--- config.mk ---
export PLATFORM = sky130hd
export DESIGN_NAME = csis_top
export DESIGN_NICKNAME = d
export VERILOG_FILES = /design/src/rtl/csis_chg_flag.v /design/src/rtl/csis_sync3.v /design/src/rtl/csis_top.v
export VERILOG_INCLUDE_DIRS = /design/src /design/src/rtl
export SDC_FILE = /design/constraint.sdc
export NUM_CORES = 1
export LEC_CHECK = 0
export BUFFER_PORTS_ARGS = -buffer_cell sky130_fd_sc_hd__buf_2
export CAP_MARGIN = 20
export CORE_ASPECT_RATIO = 1.2
export CORE_MARGIN = 10
export CORE_UTILIZATION = 35
export DETAILED_ROUTE_END_ITERATION = 10
export GPL_TIMING_DRIVEN = 0
export PLACE_DENSITY_LB_ADDON = 0.2
export SYNTH_ARGS = -nofsm -noshare
export SYNTH_HDL_FRONTEND = slang
export SYNTH_HIERARCHICAL = 1
export SYNTH_SLANG_ARGS = --single-unit
--- constraint.sdc ---
create_clock -name clk_i -period 2.15 [get_ports clk_i]
set_input_delay 0.3225 -clock clk_i [delete_from_list [all_inputs] [get_ports clk_i]]
set_output_delay 0.3225 -clock clk_i [all_outputs]
set_load 0.02 [all_outputs]
--- src/rtl/csis_regs.vh ---
// Offsets, field positions, reset values for the channel status/summary block.
// Assumes an 8-bit register port with byte addresses as printed.
// Contract
// - Input two summary bit is its change flag AND its enable.
// - Input one summary bit is its change flag AND its enable.
// - Output summary bits 2..0 follow each output's enabled latched status.
// - Analog PLL summary bit 0 set while any enabled lock-change flag is set.
// - Digital PLL summary bit 0 set while any enabled latched flag is set.
// - Second lock-change flag sets on any change, clears on write of one.
// - Second lock-change flag with enable forwards a channel interrupt request.
// - First lock-change flag sets on any change; write one clears, zero ignored.
// - First lock-change enable gates that flag's interrupt request.
// - Combined lock bit is live AND of analog and digital PLL lock.
// - Highest-priority valid reference field, 00 none, 01/10/11 inputs.
// - Selected reference field in low bits, same encoding.
// - Inputs marked invalid never appear in priority fields; the selected field is gated only by input_validation_control_i.
// - Nonrevertive mode may leave selection differing from highest priority.
// - Second and third priority references at bits 1..0 and 5..4.
// - Overflow flag latches on overflowed measurement, zero when value valid.
// - Top summary bits follow any bit of their lower summary registers.
// - Validity change flags set on change, write one clears, stay until next.
`ifndef CSIS_REGS_VH
`define CSIS_REGS_VH

`define CSIS_ADDR_W 8
`define CSIS_DATA_W 8

`define CSIS_OFS_TOP 8'h42
`define CSIS_OFS_ICSUM 8'h44
`define CSIS_OFS_OCSUM 8'h45
`define CSIS_OFS_APSUM 8'h46
`define CSIS_OFS_DPSUM 8'h47
`define CSIS_OFS_APLOCK 8'h48
`define CSIS_OFS_PRIORITY_TABLE_FIRST 8'h49
`define CSIS_OFS_PRIORITY_TABLE_SECOND 8'h4A
`define CSIS_OFS_MEAS1 8'h4B
`define CSIS_OFS_VAL1 8'h4E
`define CSIS_OFS_VAL2 8'h4F

// analog_pll_lock_status fields
`define CSIS_B_ALK 0
`define CSIS_B_ANALOG_LOCK_PRIMARY_CHANGE 1
`define CSIS_B_ANALOG_LOCK_PRIMARY_IRQ_EN 2
`define CSIS_B_BOTH_PLLS_LOCKED 3
`define CSIS_B_ANALOG_LOCK_SECONDARY 4
`define CSIS_B_ANALOG_LOCK_SECONDARY_CHANGE 5
`define CSIS_B_ANALOG_LOCK_SECONDARY_IRQ_EN 6

// input validity fields (low register: input one at 0, input two at 4)
`define CSIS_B_V1 0
`define CSIS_B_V1L 1
`define CSIS_B_V1IE 2
`define CSIS_B_V2 4
`define CSIS_B_V2L 5
`define CSIS_B_V2IE 6

// phase_measure_status_upper fields
`define CSIS_B_MEASUREMENT_OVERFLOW 6
`define CSIS_B_RDYIE 5
`define CSIS_B_RDYL 4
`define CSIS_B_BUSY 3

// top_irq_status fields
`define CSIS_B_TOP_OC 5
`define CSIS_B_TOP_IC 4
`define CSIS_B_TOP_DPLL 3
`define CSIS_B_TOP_APLL 2

`define CSIS_RST_VFLAG 1'b1
`define CSIS_RST_LFLAG 1'b0

`define CSIS_REF_NONE 2'b00

`endif

--- src/rtl/csis_chg_flag.v ---
// Sticky change-of-state flag with write-one-to-clear.
// Assumes lvl_i is already in the clk_i domain.
`timescale 1ns/1ps
module csis_chg_flag #(
   parameter RST_VAL = 1'b0
) (
   input wire clk_i,
   input wire rst_n_i,
   input wire ce_i,
   input wire lvl_i,
   input wire clr_i,
   output reg flag_o
);
   reg prev_q;
   wire chg;

   assign chg = lvl_i ^ prev_q;

   always @(posedge clk_i or negedge rst_n_i) begin
      if (!rst_n_i) begin
         prev_q <= 1'b0;
         flag_o <= RST_VAL;
      end else if (ce_i) begin
         prev_q <= lvl_i;
         // A change in the clearing cycle still sets the flag
         if (chg) begin
            flag_o <= 1'b1;
         end else if (clr_i) begin
            flag_o <= 1'b0;
         end
      end
   end
endmodule // csis_chg_flag

--- src/rtl/csis_sync3.v ---
// Three-stage synchroniser with agreement filter.
// Assumes a level from outside the clk_i domain; ce_i freezes it.
`timescale 1ns/1ps
module csis_sync3 (
   input wire clk_i,
   input wire rst_n_i,
   input wire ce_i,
   input wire d_i,
   output reg q_o
);
   reg s1_q;
   reg s2_q;
   reg s3_q;

   always @(posedge clk_i or negedge rst_n_i) begin
      if (!rst_n_i) begin
         s1_q <= 1'b0;
         s2_q <= 1'b0;
         s3_q <= 1'b0;
         q_o <= 1'b0;
      end else if (ce_i) begin
         s1_q <= d_i;
         s2_q <= s1_q;
         s3_q <= s2_q;
         // Only accept once two late stages agree
         if (s2_q == s3_q) begin
            q_o <= s3_q;
         end
      end
   end
endmodule // csis_sync3

--- src/rtl/csis_top.v ---
// Channel status and interrupt-summary registers of one channel.
// Assumes an 8-bit register port on clk_i; lock pins come from the analog PLL
// asynchronously, all other status arrives from logic on clk_i.
`timescale 1ns/1ps
`include "csis_regs.vh"
module csis_top #(
   parameter DPLL_W = 8
) (
   input wire clk_i,
   input wire rst_n_i,
   input wire ce_i,
   input wire [`CSIS_ADDR_W-1:0] addr_i,
   input wire wr_en_i,
   input wire [`CSIS_DATA_W-1:0] wdata_i,
   input wire rd_en_i,
   output reg [`CSIS_DATA_W-1:0] rdata_o,
   output reg rdata_valid_o,
   input wire alk_pin_i,
   input wire analog_lock_secondary_pin_i,
   input wire dpll_locked_i,
   input wire [2:0] input_valid_i,
   input wire [2:0] input_validation_control_i,
   input wire [5:0] input_prio_i,
   input wire [1:0] selected_reference_i,
   input wire [2:0] output_status_irq_i,
   input wire [DPLL_W-1:0] digital_pll_latched_first_i,
   input wire [DPLL_W-1:0] digital_pll_latched_second_i,
   input wire [DPLL_W-1:0] digital_pll_enable_first_i,
   input wire [DPLL_W-1:0] digital_pll_enable_second_i,
   input wire meas_done_i,
   input wire meas_ovf_i,
   input wire meas_busy_i,
   input wire [2:0] meas_upper_i,
   output reg [3:0] top_summary_o,
   output reg apll_irq_req_o,
   output reg both_plls_locked_o
);
   // Best usable input: lowest priority value, ties to lower index
   function [1:0] best_ref;
      input [2:0] usable;
      input [5:0] prio;
      reg [1:0] code;
      reg [1:0] bp;
      integer k;
      begin
         code = `CSIS_REF_NONE;
         bp = 2'b11;
         for (k = 2; k >= 0; k = k - 1) begin
            if (usable[k] && (code == `CSIS_REF_NONE || prio[2*k +: 2] <= bp)) begin
               code = k[1:0] + 2'd1;
               bp = prio[2*k +: 2];
            end
         end
         best_ref = code;
      end
   endfunction

   function [2:0] ref_onehot;
      input [1:0] code;
      begin
         case (code)
            2'b01: ref_onehot = 3'b001;
            2'b10: ref_onehot = 3'b010;
            2'b11: ref_onehot = 3'b100;
            default: ref_onehot = 3'b000;
         endcase
      end
   endfunction

   wire analog_lock_primary;
   wire analog_lock_secondary;
   wire analog_lock_primary_change;
   wire analog_lock_secondary_change;
   wire [2:0] vflag;
   wire wr_lock;
   wire wr_v1;
   wire wr_v2;
   wire wr_meas;

   reg analog_lock_primary_irq_en_q;
   reg analog_lock_secondary_irq_en_q;
   reg [2:0] vie_q;
   reg measurement_overflow_q;
   reg rdyl_q;
   reg rdyie_q;

   assign wr_lock = ce_i & wr_en_i & (addr_i == `CSIS_OFS_APLOCK);
   assign wr_v1 = ce_i & wr_en_i & (addr_i == `CSIS_OFS_VAL1);
   assign wr_v2 = ce_i & wr_en_i & (addr_i == `CSIS_OFS_VAL2);
   assign wr_meas = ce_i & wr_en_i & (addr_i == `CSIS_OFS_MEAS1);

   // Lock pins cross from the analog PLL clock
   csis_sync3 u_sync_alk (
      .clk_i(clk_i),
      .rst_n_i(rst_n_i),
      .ce_i(ce_i),
      .d_i(alk_pin_i),
      .q_o(analog_lock_primary)
   );

   csis_sync3 u_sync_analog_lock_secondary (
      .clk_i(clk_i),
      .rst_n_i(rst_n_i),
      .ce_i(ce_i),
      .d_i(analog_lock_secondary_pin_i),
      .q_o(analog_lock_secondary)
   );

   csis_chg_flag #(.RST_VAL(`CSIS_RST_LFLAG)) u_analog_lock_primary_change (
      .clk_i(clk_i),
      .rst_n_i(rst_n_i),
      .ce_i(ce_i),
      .lvl_i(analog_lock_primary),
      .clr_i(wr_lock & wdata_i[`CSIS_B_ANALOG_LOCK_PRIMARY_CHANGE]),
      .flag_o(analog_lock_primary_change)
   );

   csis_chg_flag #(.RST_VAL(`CSIS_RST_LFLAG)) u_analog_lock_secondary_change (
      .clk_i(clk_i),
      .rst_n_i(rst_n_i),
      .ce_i(ce_i),
      .lvl_i(analog_lock_secondary),
      .clr_i(wr_lock & wdata_i[`CSIS_B_ANALOG_LOCK_SECONDARY_CHANGE]),
      .flag_o(analog_lock_secondary_change)
   );

   csis_chg_flag #(.RST_VAL(`CSIS_RST_VFLAG)) u_v1l (
      .clk_i(clk_i),
      .rst_n_i(rst_n_i),
      .ce_i(ce_i),
      .lvl_i(input_valid_i[0]),
      .clr_i(wr_v1 & wdata_i[`CSIS_B_V1L]),
      .flag_o(vflag[0])
   );

   csis_chg_flag #(.RST_VAL(`CSIS_RST_VFLAG)) u_v2l (
      .clk_i(clk_i),
      .rst_n_i(rst_n_i),
      .ce_i(ce_i),
      .lvl_i(input_valid_i[1]),
      .clr_i(wr_v1 & wdata_i[`CSIS_B_V2L]),
      .flag_o(vflag[1])
   );

   csis_chg_flag #(.RST_VAL(`CSIS_RST_VFLAG)) u_v3l (
      .clk_i(clk_i),
      .rst_n_i(rst_n_i),
      .ce_i(ce_i),
      .lvl_i(input_valid_i[2]),
      .clr_i(wr_v2 & wdata_i[`CSIS_B_V1L]),
      .flag_o(vflag[2])
   );

   // Writable enables only; read-only fields ignore writes
   always @(posedge clk_i or negedge rst_n_i) begin
      if (!rst_n_i) begin
         analog_lock_primary_irq_en_q <= 1'b0;
         analog_lock_secondary_irq_en_q <= 1'b0;
         vie_q <= 3'b000;
         rdyie_q <= 1'b0;
      end else begin
         if (wr_lock) begin
            analog_lock_primary_irq_en_q <= wdata_i[`CSIS_B_ANALOG_LOCK_PRIMARY_IRQ_EN];
            analog_lock_secondary_irq_en_q <= wdata_i[`CSIS_B_ANALOG_LOCK_SECONDARY_IRQ_EN];
         end
         if (wr_v1) begin
            vie_q[0] <= wdata_i[`CSIS_B_V1IE];
            vie_q[1] <= wdata_i[`CSIS_B_V2IE];
         end
         if (wr_v2) begin
            vie_q[2] <= wdata_i[`CSIS_B_V1IE];
         end
         if (wr_meas) begin
            rdyie_q <= wdata_i[`CSIS_B_RDYIE];
         end
      end
   end

   // Measurement flags: a completion in the clearing cycle wins
   always @(posedge clk_i or negedge rst_n_i) begin
      if (!rst_n_i) begin
         measurement_overflow_q <= 1'b0;
         rdyl_q <= 1'b0;
      end else if (ce_i) begin
         if (meas_done_i) begin
            measurement_overflow_q <= meas_ovf_i;
            rdyl_q <= 1'b1;
         end else if (wr_meas) begin
            if (wdata_i[`CSIS_B_MEASUREMENT_OVERFLOW]) begin
               measurement_overflow_q <= 1'b0;
            end
            if (wdata_i[`CSIS_B_RDYL]) begin
               rdyl_q <= 1'b0;
            end
         end
      end
   end

   // Summaries stay combinational so a clear shows at once
   wire [2:0] ic_sum;
   wire [2:0] oc_sum;
   wire ap_sum;
   wire dp_sum;
   wire both_plls_locked;

   assign ic_sum[0] = vflag[0] & vie_q[0];
   assign ic_sum[1] = vflag[1] & vie_q[1];
   assign ic_sum[2] = vflag[2] & vie_q[2];
   assign oc_sum = output_status_irq_i;
   assign ap_sum = (analog_lock_primary_change & analog_lock_primary_irq_en_q) | (analog_lock_secondary_change & analog_lock_secondary_irq_en_q);
   assign dp_sum = |((digital_pll_latched_first_i & digital_pll_enable_first_i)
                   | (digital_pll_latched_second_i & digital_pll_enable_second_i));
   assign both_plls_locked = analog_lock_primary & analog_lock_secondary & dpll_locked_i;

   // Priority fields from inputs both valid and permitted
   wire [2:0] usable;
   wire [1:0] highest_priority_reference;
   wire [1:0] second_priority_reference;
   wire [1:0] third_priority_reference;
   wire [1:0] selected_reference;

   assign usable = input_valid_i & input_validation_control_i;
   assign highest_priority_reference = best_ref(usable, input_prio_i);
   assign second_priority_reference = best_ref(usable & ~ref_onehot(highest_priority_reference), input_prio_i);
   assign third_priority_reference = best_ref(usable & ~ref_onehot(highest_priority_reference) & ~ref_onehot(second_priority_reference),
                          input_prio_i);
   // Selection passes through unless its input is not permitted, so nonrevertive mode may differ
   assign selected_reference = (|(ref_onehot(selected_reference_i) & input_validation_control_i))
                   ? selected_reference_i : `CSIS_REF_NONE;

   reg [`CSIS_DATA_W-1:0] rd_mux;
   always @* begin
      rd_mux = 8'h00;
      case (addr_i)
         `CSIS_OFS_TOP: begin
            rd_mux[`CSIS_B_TOP_OC] = |oc_sum;
            rd_mux[`CSIS_B_TOP_IC] = |ic_sum;
            rd_mux[`CSIS_B_TOP_DPLL] = dp_sum;
            rd_mux[`CSIS_B_TOP_APLL] = ap_sum;
         end
         `CSIS_OFS_ICSUM: rd_mux[2:0] = ic_sum;
         `CSIS_OFS_OCSUM: rd_mux[2:0] = oc_sum;
         `CSIS_OFS_APSUM: rd_mux[0] = ap_sum;
         `CSIS_OFS_DPSUM: rd_mux[0] = dp_sum;
         `CSIS_OFS_APLOCK: begin
            rd_mux[`CSIS_B_ALK] = analog_lock_primary;
            rd_mux[`CSIS_B_ANALOG_LOCK_PRIMARY_CHANGE] = analog_lock_primary_change;
            rd_mux[`CSIS_B_ANALOG_LOCK_PRIMARY_IRQ_EN] = analog_lock_primary_irq_en_q;
            rd_mux[`CSIS_B_BOTH_PLLS_LOCKED] = both_plls_locked;
            rd_mux[`CSIS_B_ANALOG_LOCK_SECONDARY] = analog_lock_secondary;
            rd_mux[`CSIS_B_ANALOG_LOCK_SECONDARY_CHANGE] = analog_lock_secondary_change;
            rd_mux[`CSIS_B_ANALOG_LOCK_SECONDARY_IRQ_EN] = analog_lock_secondary_irq_en_q;
         end
         `CSIS_OFS_PRIORITY_TABLE_FIRST: begin
            rd_mux[5:4] = highest_priority_reference;
            rd_mux[1:0] = selected_reference;
         end
         `CSIS_OFS_PRIORITY_TABLE_SECOND: begin
            rd_mux[5:4] = third_priority_reference;
            rd_mux[1:0] = second_priority_reference;
         end
         `CSIS_OFS_MEAS1: begin
            rd_mux[`CSIS_B_MEASUREMENT_OVERFLOW] = measurement_overflow_q;
            rd_mux[`CSIS_B_RDYIE] = rdyie_q;
            rd_mux[`CSIS_B_RDYL] = rdyl_q;
            rd_mux[`CSIS_B_BUSY] = meas_busy_i;
            rd_mux[2:0] = meas_upper_i;
         end
         `CSIS_OFS_VAL1: begin
            rd_mux[`CSIS_B_V1] = input_valid_i[0];
            rd_mux[`CSIS_B_V1L] = vflag[0];
            rd_mux[`CSIS_B_V1IE] = vie_q[0];
            rd_mux[`CSIS_B_V2] = input_valid_i[1];
            rd_mux[`CSIS_B_V2L] = vflag[1];
            rd_mux[`CSIS_B_V2IE] = vie_q[1];
         end
         `CSIS_OFS_VAL2: begin
            rd_mux[`CSIS_B_V1] = input_valid_i[2];
            rd_mux[`CSIS_B_V1L] = vflag[2];
            rd_mux[`CSIS_B_V1IE] = vie_q[2];
         end
         default: rd_mux = 8'h00;
      endcase
   end

   // Outputs registered: one cycle behind the live summaries
   always @(posedge clk_i or negedge rst_n_i) begin
      if (!rst_n_i) begin
         rdata_o <= 8'h00;
         rdata_valid_o <= 1'b0;
         top_summary_o <= 4'h0;
         apll_irq_req_o <= 1'b0;
         both_plls_locked_o <= 1'b0;
      end else if (ce_i) begin
         rdata_valid_o <= rd_en_i;
         if (rd_en_i) begin
            rdata_o <= rd_mux;
         end
         top_summary_o <= {|oc_sum, |ic_sum, dp_sum, ap_sum};
         apll_irq_req_o <= ap_sum;
         both_plls_locked_o <= both_plls_locked;
      end
   end
endmodule // csis_top

**Word-level counts from Yosys, hierarchy flattened**

Cells that the tools add are included.

- Register bits: 40
- Bits in latches: 0
- Memory bits (writable): 0
- Memory bits (read-only): 0
- Output and inout port bits: 15
- Logic and storage cells: 171
- Memories kept: 0

- Add/sub/neg operators: 0
- $mul: 0
- Divide/modulo/power cells: 0
- $lt $le $gt $ge: 6
- Equality and inequality tests: 22
- Shift-type cells: 0
- Muxes and demuxes: 41
- Bitwise operators: 32
- Reductions and logical operators: 40

Operator list:

| operator | number |
|---|---|
| $eq 8x7->1 const B | 11 |
| $mux 2 | 16 |
| $pmux 3 s3 | 3 |
| $and 1x1->1 | 17 |
| $and 8x8->8 | 2 |
| $mux 1 | 16 |
| $reduce_and 2->1 | 8 |
| $reduce_bool 2->1 | 8 |
| $and 3x3->3 | 4 |
| $eq 2x2->1 const B | 6 |
| $le 2x2->1 | 6 |
| $logic_not 2->1 | 6 |
| $pmux 2 s6 | 1 |
| $pmux 1 s10 | 1 |
| $reduce_or 3->1 | 3 |
| $or 8x8->8 | 1 |
| $pmux 1 s8 | 1 |
| $reduce_or 8->1 | 1 |
| $pmux 1 s7 | 1 |
| $eq 2x1->1 const B | 3 |
| $logic_and 1x1->1 | 6 |
| $logic_or 1x1->1 | 6 |
| $not 3->3 | 2 |
| $pmux 1 s3 | 2 |
| other kinds (4) | 10 |

**Longest topological paths before layout**

Gate-level depths: netlist (run 1).

- Depth after elaboration: 37
- Gate-level depth with buffers: 27

**Modules after synthesis**

Netlist (run 1), hierarchy kept.

Modules (own cells, without submodules):

| module | instances | cells each | area an instance (µm²) | sequential area each (µm²) |
|---|---|---|---|---|
| csis_top | 1 | 245 | 1,920.6 | 525.5 |
| csis_sync3 | 2 | 10 | 156.4 | 100.1 |
| csis_chg_flag (u_v1l ...) | 3 | 6 | 83.8 | 51.3 |
| csis_chg_flag (u_analog_lock_primary_change ...) | 2 | 6 | 82.6 | 50.0 |

**Worst setup path after synthesis (run 1)**

No wires, ideal clock.

- Path kind: input to register
- From: input input_valid_i[2]
- To: register rdata_o[1]
- Setup time: 0.082 ns
- Data arrival time: 4.720 ns
- Data required time: 2.068 ns
- Slack: -2.652 ns
- Stages: 25
- Buffers on the path: 1
- Cells stage by stage: nand2_1 > or2_2 > ha_1 > nand2_1 > o2111ai_1 > nand3_1 > mux2_2 > ha_1 > nand2_1 > o21ai_1 > a22oi_1 > or2_2 > inv_1 > ha_1 > a21oi_1 > nor4b_1 > nor2b_1 > clkbuf_1 > mux2i_1 > ha_1 > nor2b_1 > o21ai_0 > nor2b_1 > or3_1 > a31oi_1

- Word-level cells in the longest chain between the ends: 24
- Elaborated cells on any way between the ends: 34

Ends and longest elaborated chain:

| item | line | text |
|---|---|---|
| start, declared | csis_top.v:21 | `input wire [2:0] input_valid_i,` |
| $and 3x3->3 (*) | csis_top.v:222 | `assign usable = input_valid_i & input_validation_control_i;` |
| $mux 2 | csis_top.v:49 | `` if (usable[k] && (code == `CSIS_REF_NONE \|\| prio[2*k +: 2] <= bp)) begin `` |
| $le 2x2->1 / $logic_not 2->1 (equally long branches) | n/a |  |
| $logic_or 1x1->1 | csis_top.v:49 |  |
| $logic_and 1x1->1 | csis_top.v:49 |  |
| $mux 2 | csis_top.v:49 |  |
| $le 2x2->1 / $logic_not 2->1 (equally long branches) | n/a |  |
| $logic_or 1x1->1 | csis_top.v:49 |  |
| (+8 left out) | n/a |  |
| $logic_or 1x1->1 | csis_top.v:49 |  |
| $logic_and 1x1->1 | csis_top.v:49 |  |
| $mux 2 | csis_top.v:49 |  |
| $le 2x2->1 / $logic_not 2->1 (equally long branches) | n/a |  |
| $logic_or 1x1->1 | csis_top.v:49 |  |
| $logic_and 1x1->1 | csis_top.v:49 |  |
| $mux 2 (*) | csis_top.v:49 |  |
| $pmux 1 s8 (*) | csis_top.v:234 | `case (addr_i)` |
| end signal, assigned | csis_top.v:297 | `rdata_o <= rd_mux;` |
| end, declared | csis_top.v:16 | `` output reg [`CSIS_DATA_W-1:0] rdata_o, `` |

Mark *: on every way between the ends. The rest lies on a longest branch, timed or not.
A chain may end at the register's enable or synchronous reset.

**Worst setup path after layout (run 1)**

Same ends and word-level chain as after synthesis.

==> results of run 1 <==
cell usage after synthesis (2+ instances only):
library cell and number:
a22oi_1 7, a21o_1 2, nor3_1 8, dfstp_2 3
mux2_2 16, o21ai_0 14, or2_2 3, o21a_1 2
nand2b_1 6, dfrtp_1 36, mux2_1 5, inv_1 9
nor2b_1 8, nand3b_1 2, or3_1 2, nand2_1 40
mux2i_1 2, buf_4 2, buf_1 2, nor4_1 4
nand4_1 8, nor2_1 16, o2bb2ai_1 2, o2111ai_1 2
a31oi_1 6, o211ai_1 2, nor4b_1 2, clkbuf_1 7
and2_1 2, a22o_1 11, nand3_1 9, a221oi_1 6
a21oi_1 14, a41oi_1 2, xor2_1 6, ha_1 8
metrics by stage:
| stage | hold slack (ps) | std cells | power, mW | TNS [ps] | cell area [sq um] |
|---|---|---|---|---|---|
| floorplan | 26.9 | 295 | 1.13 | -8140 | 2780 |
| global placement | 461 | 472 | 1.32 | -12300 | 3330 |
| detailed placement | 468 | 472 | 1.33 | -12340 | 3330 |
| CTS | 172 | 492 | 2.15 | -7710 | 3700 |
| global route | 192 | 493 | 2.26 | -8490 | 3740 |
| finish | 144 | 493 | 2.15 | -7670 | 3740 |
power groups by stage:
stage / Sequential (mW) / Combinational (mW) / Clock (mW)
final: 0.871 / 0.515 / 0.761
after global placement: 0.882 / 0.434 / 0
after floorplan: 0.876 / 0.258 / 0
after detailed placement: 0.886 / 0.441 / 0
after global routing: 0.884 / 0.569 / 0.803
after CTS: 0.872 / 0.507 / 0.774
layer usage:
layer  GRT usage [%]  routed length (um)  up-vias
li1                -                   -     1322
met1            17.6                3670     1275
met2            24.9                4260       86
met3            3.36                 450       14
met4            4.88                 195        0
met5               0                   0        -
layout make-up:
class                      instances  area, sq um
buffer                            11         50.0
clock buffer                       5         68.8
fill                             705         3570
timing repair buffer             101          577
inverter                           9         33.8
tap                               90          113
sequential                        39          980
clock inverter                     3         71.3
multi-input combinational        235         1850
logic make-up (layout without fill, tap and decap cells):
group,Yosys count,count (layout)
other cells,1,1
compound gates,78,78
simple gates,117,117
flops,39,39
buf+inv,21,129
fa+ha+maj,9,9
xor+xnor,7,7
mux,23,23
worst paths after layout:
| path | start | end | slack, ps | cells past startpoint |
|---|---|---|---|---|
| worst max-delay path | input_valid_i[2] | rdata_o[1] | -2020 | 25 |
| worst min-delay path | rst_n_i | u_sync_analog_lock_secondary/s1_q | 140 | 1 |
| worst max register to register | u_analog_lock_primary_change/flag_o | rdata_o[0] | 550 | 6 |
| worst min register to register | rdata_o[3] | rdata_o[3] | 480 | 2 |
| max in group asynchronous | rst_n_i | rdata_o[6] | 1450 | 1 |
| min in group clk_i | meas_ovf_i | measurement_overflow_q | 250 | 3 |
timing repair:
| action | in CTS | in global routing |
|---|---|---|
| setup buffers | 12 | 2 |
| gates resized for setup | 32 | 5 |
| endpoints found under the setup margin | 4 | 7 |
| pin swaps | 11 | 14 |
critical path, stage by stage:
cell and delay [ps]:
buf_12 80, nand2_8 50, nor2_4 130, ha_4 220
nor2b_4 130, o2111ai_4 200, nand3_4 140, mux2_4 340
ha_4 250, nand2_4 70, o21ai_4 60, a22oi_2 230
or2_4 170, inv_2 40, ha_4 220, a21oi_2 130
nor4b_4 200, nor2b_2 100, mux2i_1 130, ha_1 310
nor2b_4 150, o21ai_2 60, nor2b_4 130, or3_1 360
a31oi_1 160
==> qor.yml, run 1 <==
routing:
  ant_nets: 0
  drc: 0
  drt-total-wl_mm: 8.57
  viasPerCell: 5.47
  drt-initial-drc-count: 214
  wire_per_inst_um: 17.4
  vias: 2697
  first_pass_iters: 5
synthesis:
  synthAdderAreaFrac_pct: 4.15
  synth-edff-count: 0
  yosysTopAreaCell: "dfrtp_1"
  synth_top_family_by_area: "simple AND/OR/NAND/NOR gates"
  async_flop_share_pct: 100
  syn-instance-count: 295
  synthXorXnorAreaFrac_pct: 2.31
  synth-seq-cells: 39
  syn_area_sq_um: 2650
  syn_nets: 382
  synth_warnings: 6
  seq_area_frac_synth_pct: 37.0
  yosys.area_share.simple_pct: 22.8
  synth.avg_cell_area_sq_um: 8.98
  synthFlopType: "dfrtp_1"
  synthMuxAreaShare_pct: 9.68
  synthTopCellsByArea: "dfrtp_1, mux2_2, nand2_1"
  synth_compound_area_share_pct: 20.6
  synth_top_area_share_pct: 34.0
  synth_cell_types: 55
power_and_ir_drop:
  ir_drop_v: 0.000441
  cellPowerDensity_nw_per_um2: 573
  p_comb_share_pct: 24.0
  p_sw_mw: 0.618
  netSwitchingFraction_pct: 28.8
  p_seq_share_pct: 40.5
  clockPowerShare_pct: 35.5
  p_leak_nw: 1.63
  p_int_mw: 1.53
die:
  ios: 94
  dieArea_sq_um: 11500
  die_y_um: 115
  coreArea_sq_um: 7320
  initial_core_util_pct: 36.2
  fp-row-count: 34
  die_w_um: 99.4
worst_setup_path:
  crit_path_max_fanout: 4
  start_kind: "input port"
  crit_path_end_kind: "flip-flop"
  critPathArrivalTime_ps: 4400
  crit_required_ps: 2380
  crit_type: "input port to flip-flop"
worst_hold_path:
  min_path_type: "input port to asynchronous set/reset pin"
clocking:
  clkSinkCount: 39
  cts_tree: "built"
  clockBufferDepth: 2
  clk_latency_ps: 300
  root_buffer: "clkbuf_8"
  htree_levels: 2
  cts-hold-fix-buffers: 0
  path_clk_slew_ps: 80
  cts_buffers: 5
timing:
  tightest_slew_ps: 893
  timing.final.crit_period_ps: 4170
  slew_headroom_pct: 40.5
  fin_ws_ps: -2020
  hold_viol_final: 0
  finalClockSkew_ps: 3.42
  final-setup-viol-count: 4
  fmax_ghz: 0.240
  rsz0062_at_grt: "true"
  finalCritPeriodShare_pct: 194
  slew_viol_final: 0
finish:
  largest-register: "rdata_o"
  reg_top3: "rdata_o (7), top_summary_o (4), vie_q (3)"
  antenna_cells: 0
  finalNetCount: 489
  largest_register_ffs: 7
  post-route-util_pct: 51.2
  drive_above_1_share_pct: 41.9
  mostFrequentLayoutCells: "buf_2, nand2_1, dfrtp_1"
  final_common_cell: "buf_2"
  area_delta_synth_final_pct: 41.3
job:
  max-cap-violations: 0
global_route:
  first_global_vias: 2824
  grt_usage_pct: 14.6
  overflow: 0
  grt_pass1_wl_mm: 13.9
  antenna_found_initial: 0
  grt_max_degree: 40
place:
  dp_hpwl_mm: 6.74
  dp_slack_ps: -2870
  portBuffers: 87
  gp_congestion: 0.896
status:
  failed_checks: "setup timing"
  outcome: "finished with violations"
(Power assumes the default switching activity.)
==> run 2, diff against run 1 <==
--- a/config.mk
+++ b/config.mk
@@ -11,6 +11,7 @@
 export CORE_ASPECT_RATIO = 1.2
 export CORE_MARGIN = 10
 export CORE_UTILIZATION = 35
+export CTS_CLUSTER_SIZE = 25
 export DETAILED_ROUTE_END_ITERATION = 10
 export GPL_TIMING_DRIVEN = 0
 export PLACE_DENSITY_LB_ADDON = 0.2
==> constraint.sdc (replaced) <==
create_clock -name clk_i -period 4.2 [get_ports clk_i]
set_input_delay 0.63 -clock clk_i [delete_from_list [all_inputs] [get_ports clk_i]]
set_output_delay 0.63 -clock clk_i [all_outputs]
set_load 0.02 [all_outputs]
==> qor.yml, run 2 (synthesis results as in run 1) <==
status:
  outcome: "finished with violations"
  failed_checks: "setup timing"
die:
  coreArea_sq_um: 7320
  initial_core_util_pct: 36.2
  fp-row-count: 34
  die_w_um: 99.4
  die_y_um: 115
  ios: 94
  dieArea_sq_um: 11500
clocking:
  cts_buffers: 5
  htree_levels: 2
  clk_latency_ps: 300
  root_buffer: "clkbuf_8"
  cts_tree: "built"
  clkSinkCount: 39
  cts-hold-fix-buffers: 0
  clockBufferDepth: 2
  path_clk_slew_ps: 80
routing:
  drc: 0
  vias: 2689
  ant_nets: 0
  drt-initial-drc-count: 193
  wire_per_inst_um: 17.4
  drt-total-wl_mm: 8.59
  first_pass_iters: 4
  viasPerCell: 5.45
worst_setup_path:
  critPathLaunch: "input_valid_i[2]"
  start_kind: "input port"
  crit_path_end_kind: "flip-flop"
  crit_type: "input port to flip-flop"
  rrSetupSlack_ps: 2610
  timing.rr.start: "u_analog_lock_primary_change/flag_o"
  crit_path_max_fanout: 4
  r2r_cells: 6
  crit_required_ps: 4430
  crit_end: "rdata_o[1]"
  critPathArrivalTime_ps: 4710
  reg2reg_to: "rdata_o[0]"
place:
  portBuffers: 87
  dp_hpwl_mm: 6.74
  placed_area_sq_um: 3330
  gp_congestion: 0.896
finish:
  post-route-util_pct: 51.1
  fillers: 706
  largest_register_ffs: 7
  finalNetCount: 489
  reg_top3: "rdata_o (7), top_summary_o (4), vie_q (3)"
  final_common_cell: "buf_2"
  area_delta_synth_final_pct: 41.1
  final_cell_area_sq_um: 3740
  drive_above_1_share_pct: 41.7
  largest-register: "rdata_o"
  mostFrequentLayoutCells: "buf_2, nand2_1, dfrtp_1"
  antenna_cells: 0
global_route:
  grt_pass1_wl_mm: 13.9
  grt_max_degree: 40
  grt_usage_pct: 14.6
  overflow: 0
  first_global_vias: 2824
  antenna_found_initial: 0
timing:
  finalClockSkew_ps: 3.21
  fin_ws_ps: -276
  timing.final.crit_period_ps: 4480
  tightest_slew_ps: 888
  slew_headroom_pct: 40.8
  fmax_ghz: 0.223
  hold_slack_ps: 447
  rsz0062_at_grt: "true"
  slew_viol_final: 0
  finalCritPeriodShare_pct: 107
  hold_viol_final: 0
  final-setup-viol-count: 4
power_and_ir_drop:
  p_leak_nw: 1.63
  cellPowerDensity_nw_per_um2: 294
  ir_drop_v: 0.000226
  finalPower_mw: 1.10
job:
  max-cap-violations: 0
worst_hold_path:
  min_path_type: "input port to asynchronous set/reset pin"
## run 2: cell types whose count changed in the layout (fill, tap and decap cells not counted)
| cell | change |
|---|---|
| nor4b_1 | +1 |
| nor4b_2 | -1 |
## run 2: layout make-up
type	count	area (sq um)	share of cell area, %
multi-input cells	235	1850	49.4
repair buffers	101	577	15.4
well taps	90	113	3.01
plain buffers	11	50.0	1.34
flip-flops and latches	39	980	26.2
clock buffers	5	68.8	1.84
inverters	9	33.8	0.904
clock inverters	3	71.3	1.91
## run 2: stage by stage
| stage | TNS [ps] | worst slack [ps] | cells |
|---|---|---|---|
| final | -692 | -276 | 493 |
| after global routing | -1520 | -504 | 493 |
| after CTS | -741 | -256 | 492 |
| after detailed placement | -4080 | -1120 | 472 |
| after global placement | -4030 | -1100 | 472 |
| after floorplan | -1170 | -385 | 295 |
## run 2: worst min-delay path by stage
stage / to / cells after the start / from / slack [ps]
floorplan: analog_lock_primary_irq_en_q / 0 / rst_n_i / 330
global placement: rdata_o[3] / 2 / rdata_o[3] / 460
detailed placement: rdata_o[3] / 2 / rdata_o[3] / 470
CTS: top_summary_o[2] / 1 / rst_n_i / 480
global route: rdyl_q / 1 / rst_n_i / 500
finish: u_sync_analog_lock_secondary/s1_q / 1 / rst_n_i / 450
## run 2: metal layers
metal,up-vias,GRT usage [%],wire [um]
li1,1320,-,-
met1,1271,17.6,3630
met2,83,24.9,4310
met3,15,3.36,459
met4,0,4.88,180
met5,-,0,0
## run 2: power by group
part / switching (mW) / leakage, nW / internal, mW / total [mW]
registers: 0.0348 / 0.468 / 0.410 / 0.445
logic: 0.132 / 1.09 / 0.131 / 0.263
clock network: 0.149 / 0.0703 / 0.241 / 0.391
## run 2: critical path, cell delays in order
cell and delay, ps:
buf_12 80, nand2_8 50, nor2_4 130, ha_4 220, nor2b_4 130, o2111ai_4 200
nand3_4 140, mux2_4 340, ha_4 250, nand2_4 70, o21ai_4 60, a22oi_2 230
or2_4 170, inv_2 40, ha_4 220, a21oi_2 130, nor4b_4 200, nor2b_2 100
mux2i_1 130, ha_1 310, nor2b_4 150, o21ai_2 60, nor2b_4 130, or3_1 360
a31oi_1 160
## run 2: timing repair
item                                    4_1_cts  5_1_grt
endpoints found under the hold margin         0        0
setup buffers                                12        2
resized for setup                            32        4
endpoints found under the setup margin        4        4
gates cloned                                  0        0
pin swaps                                    11       14
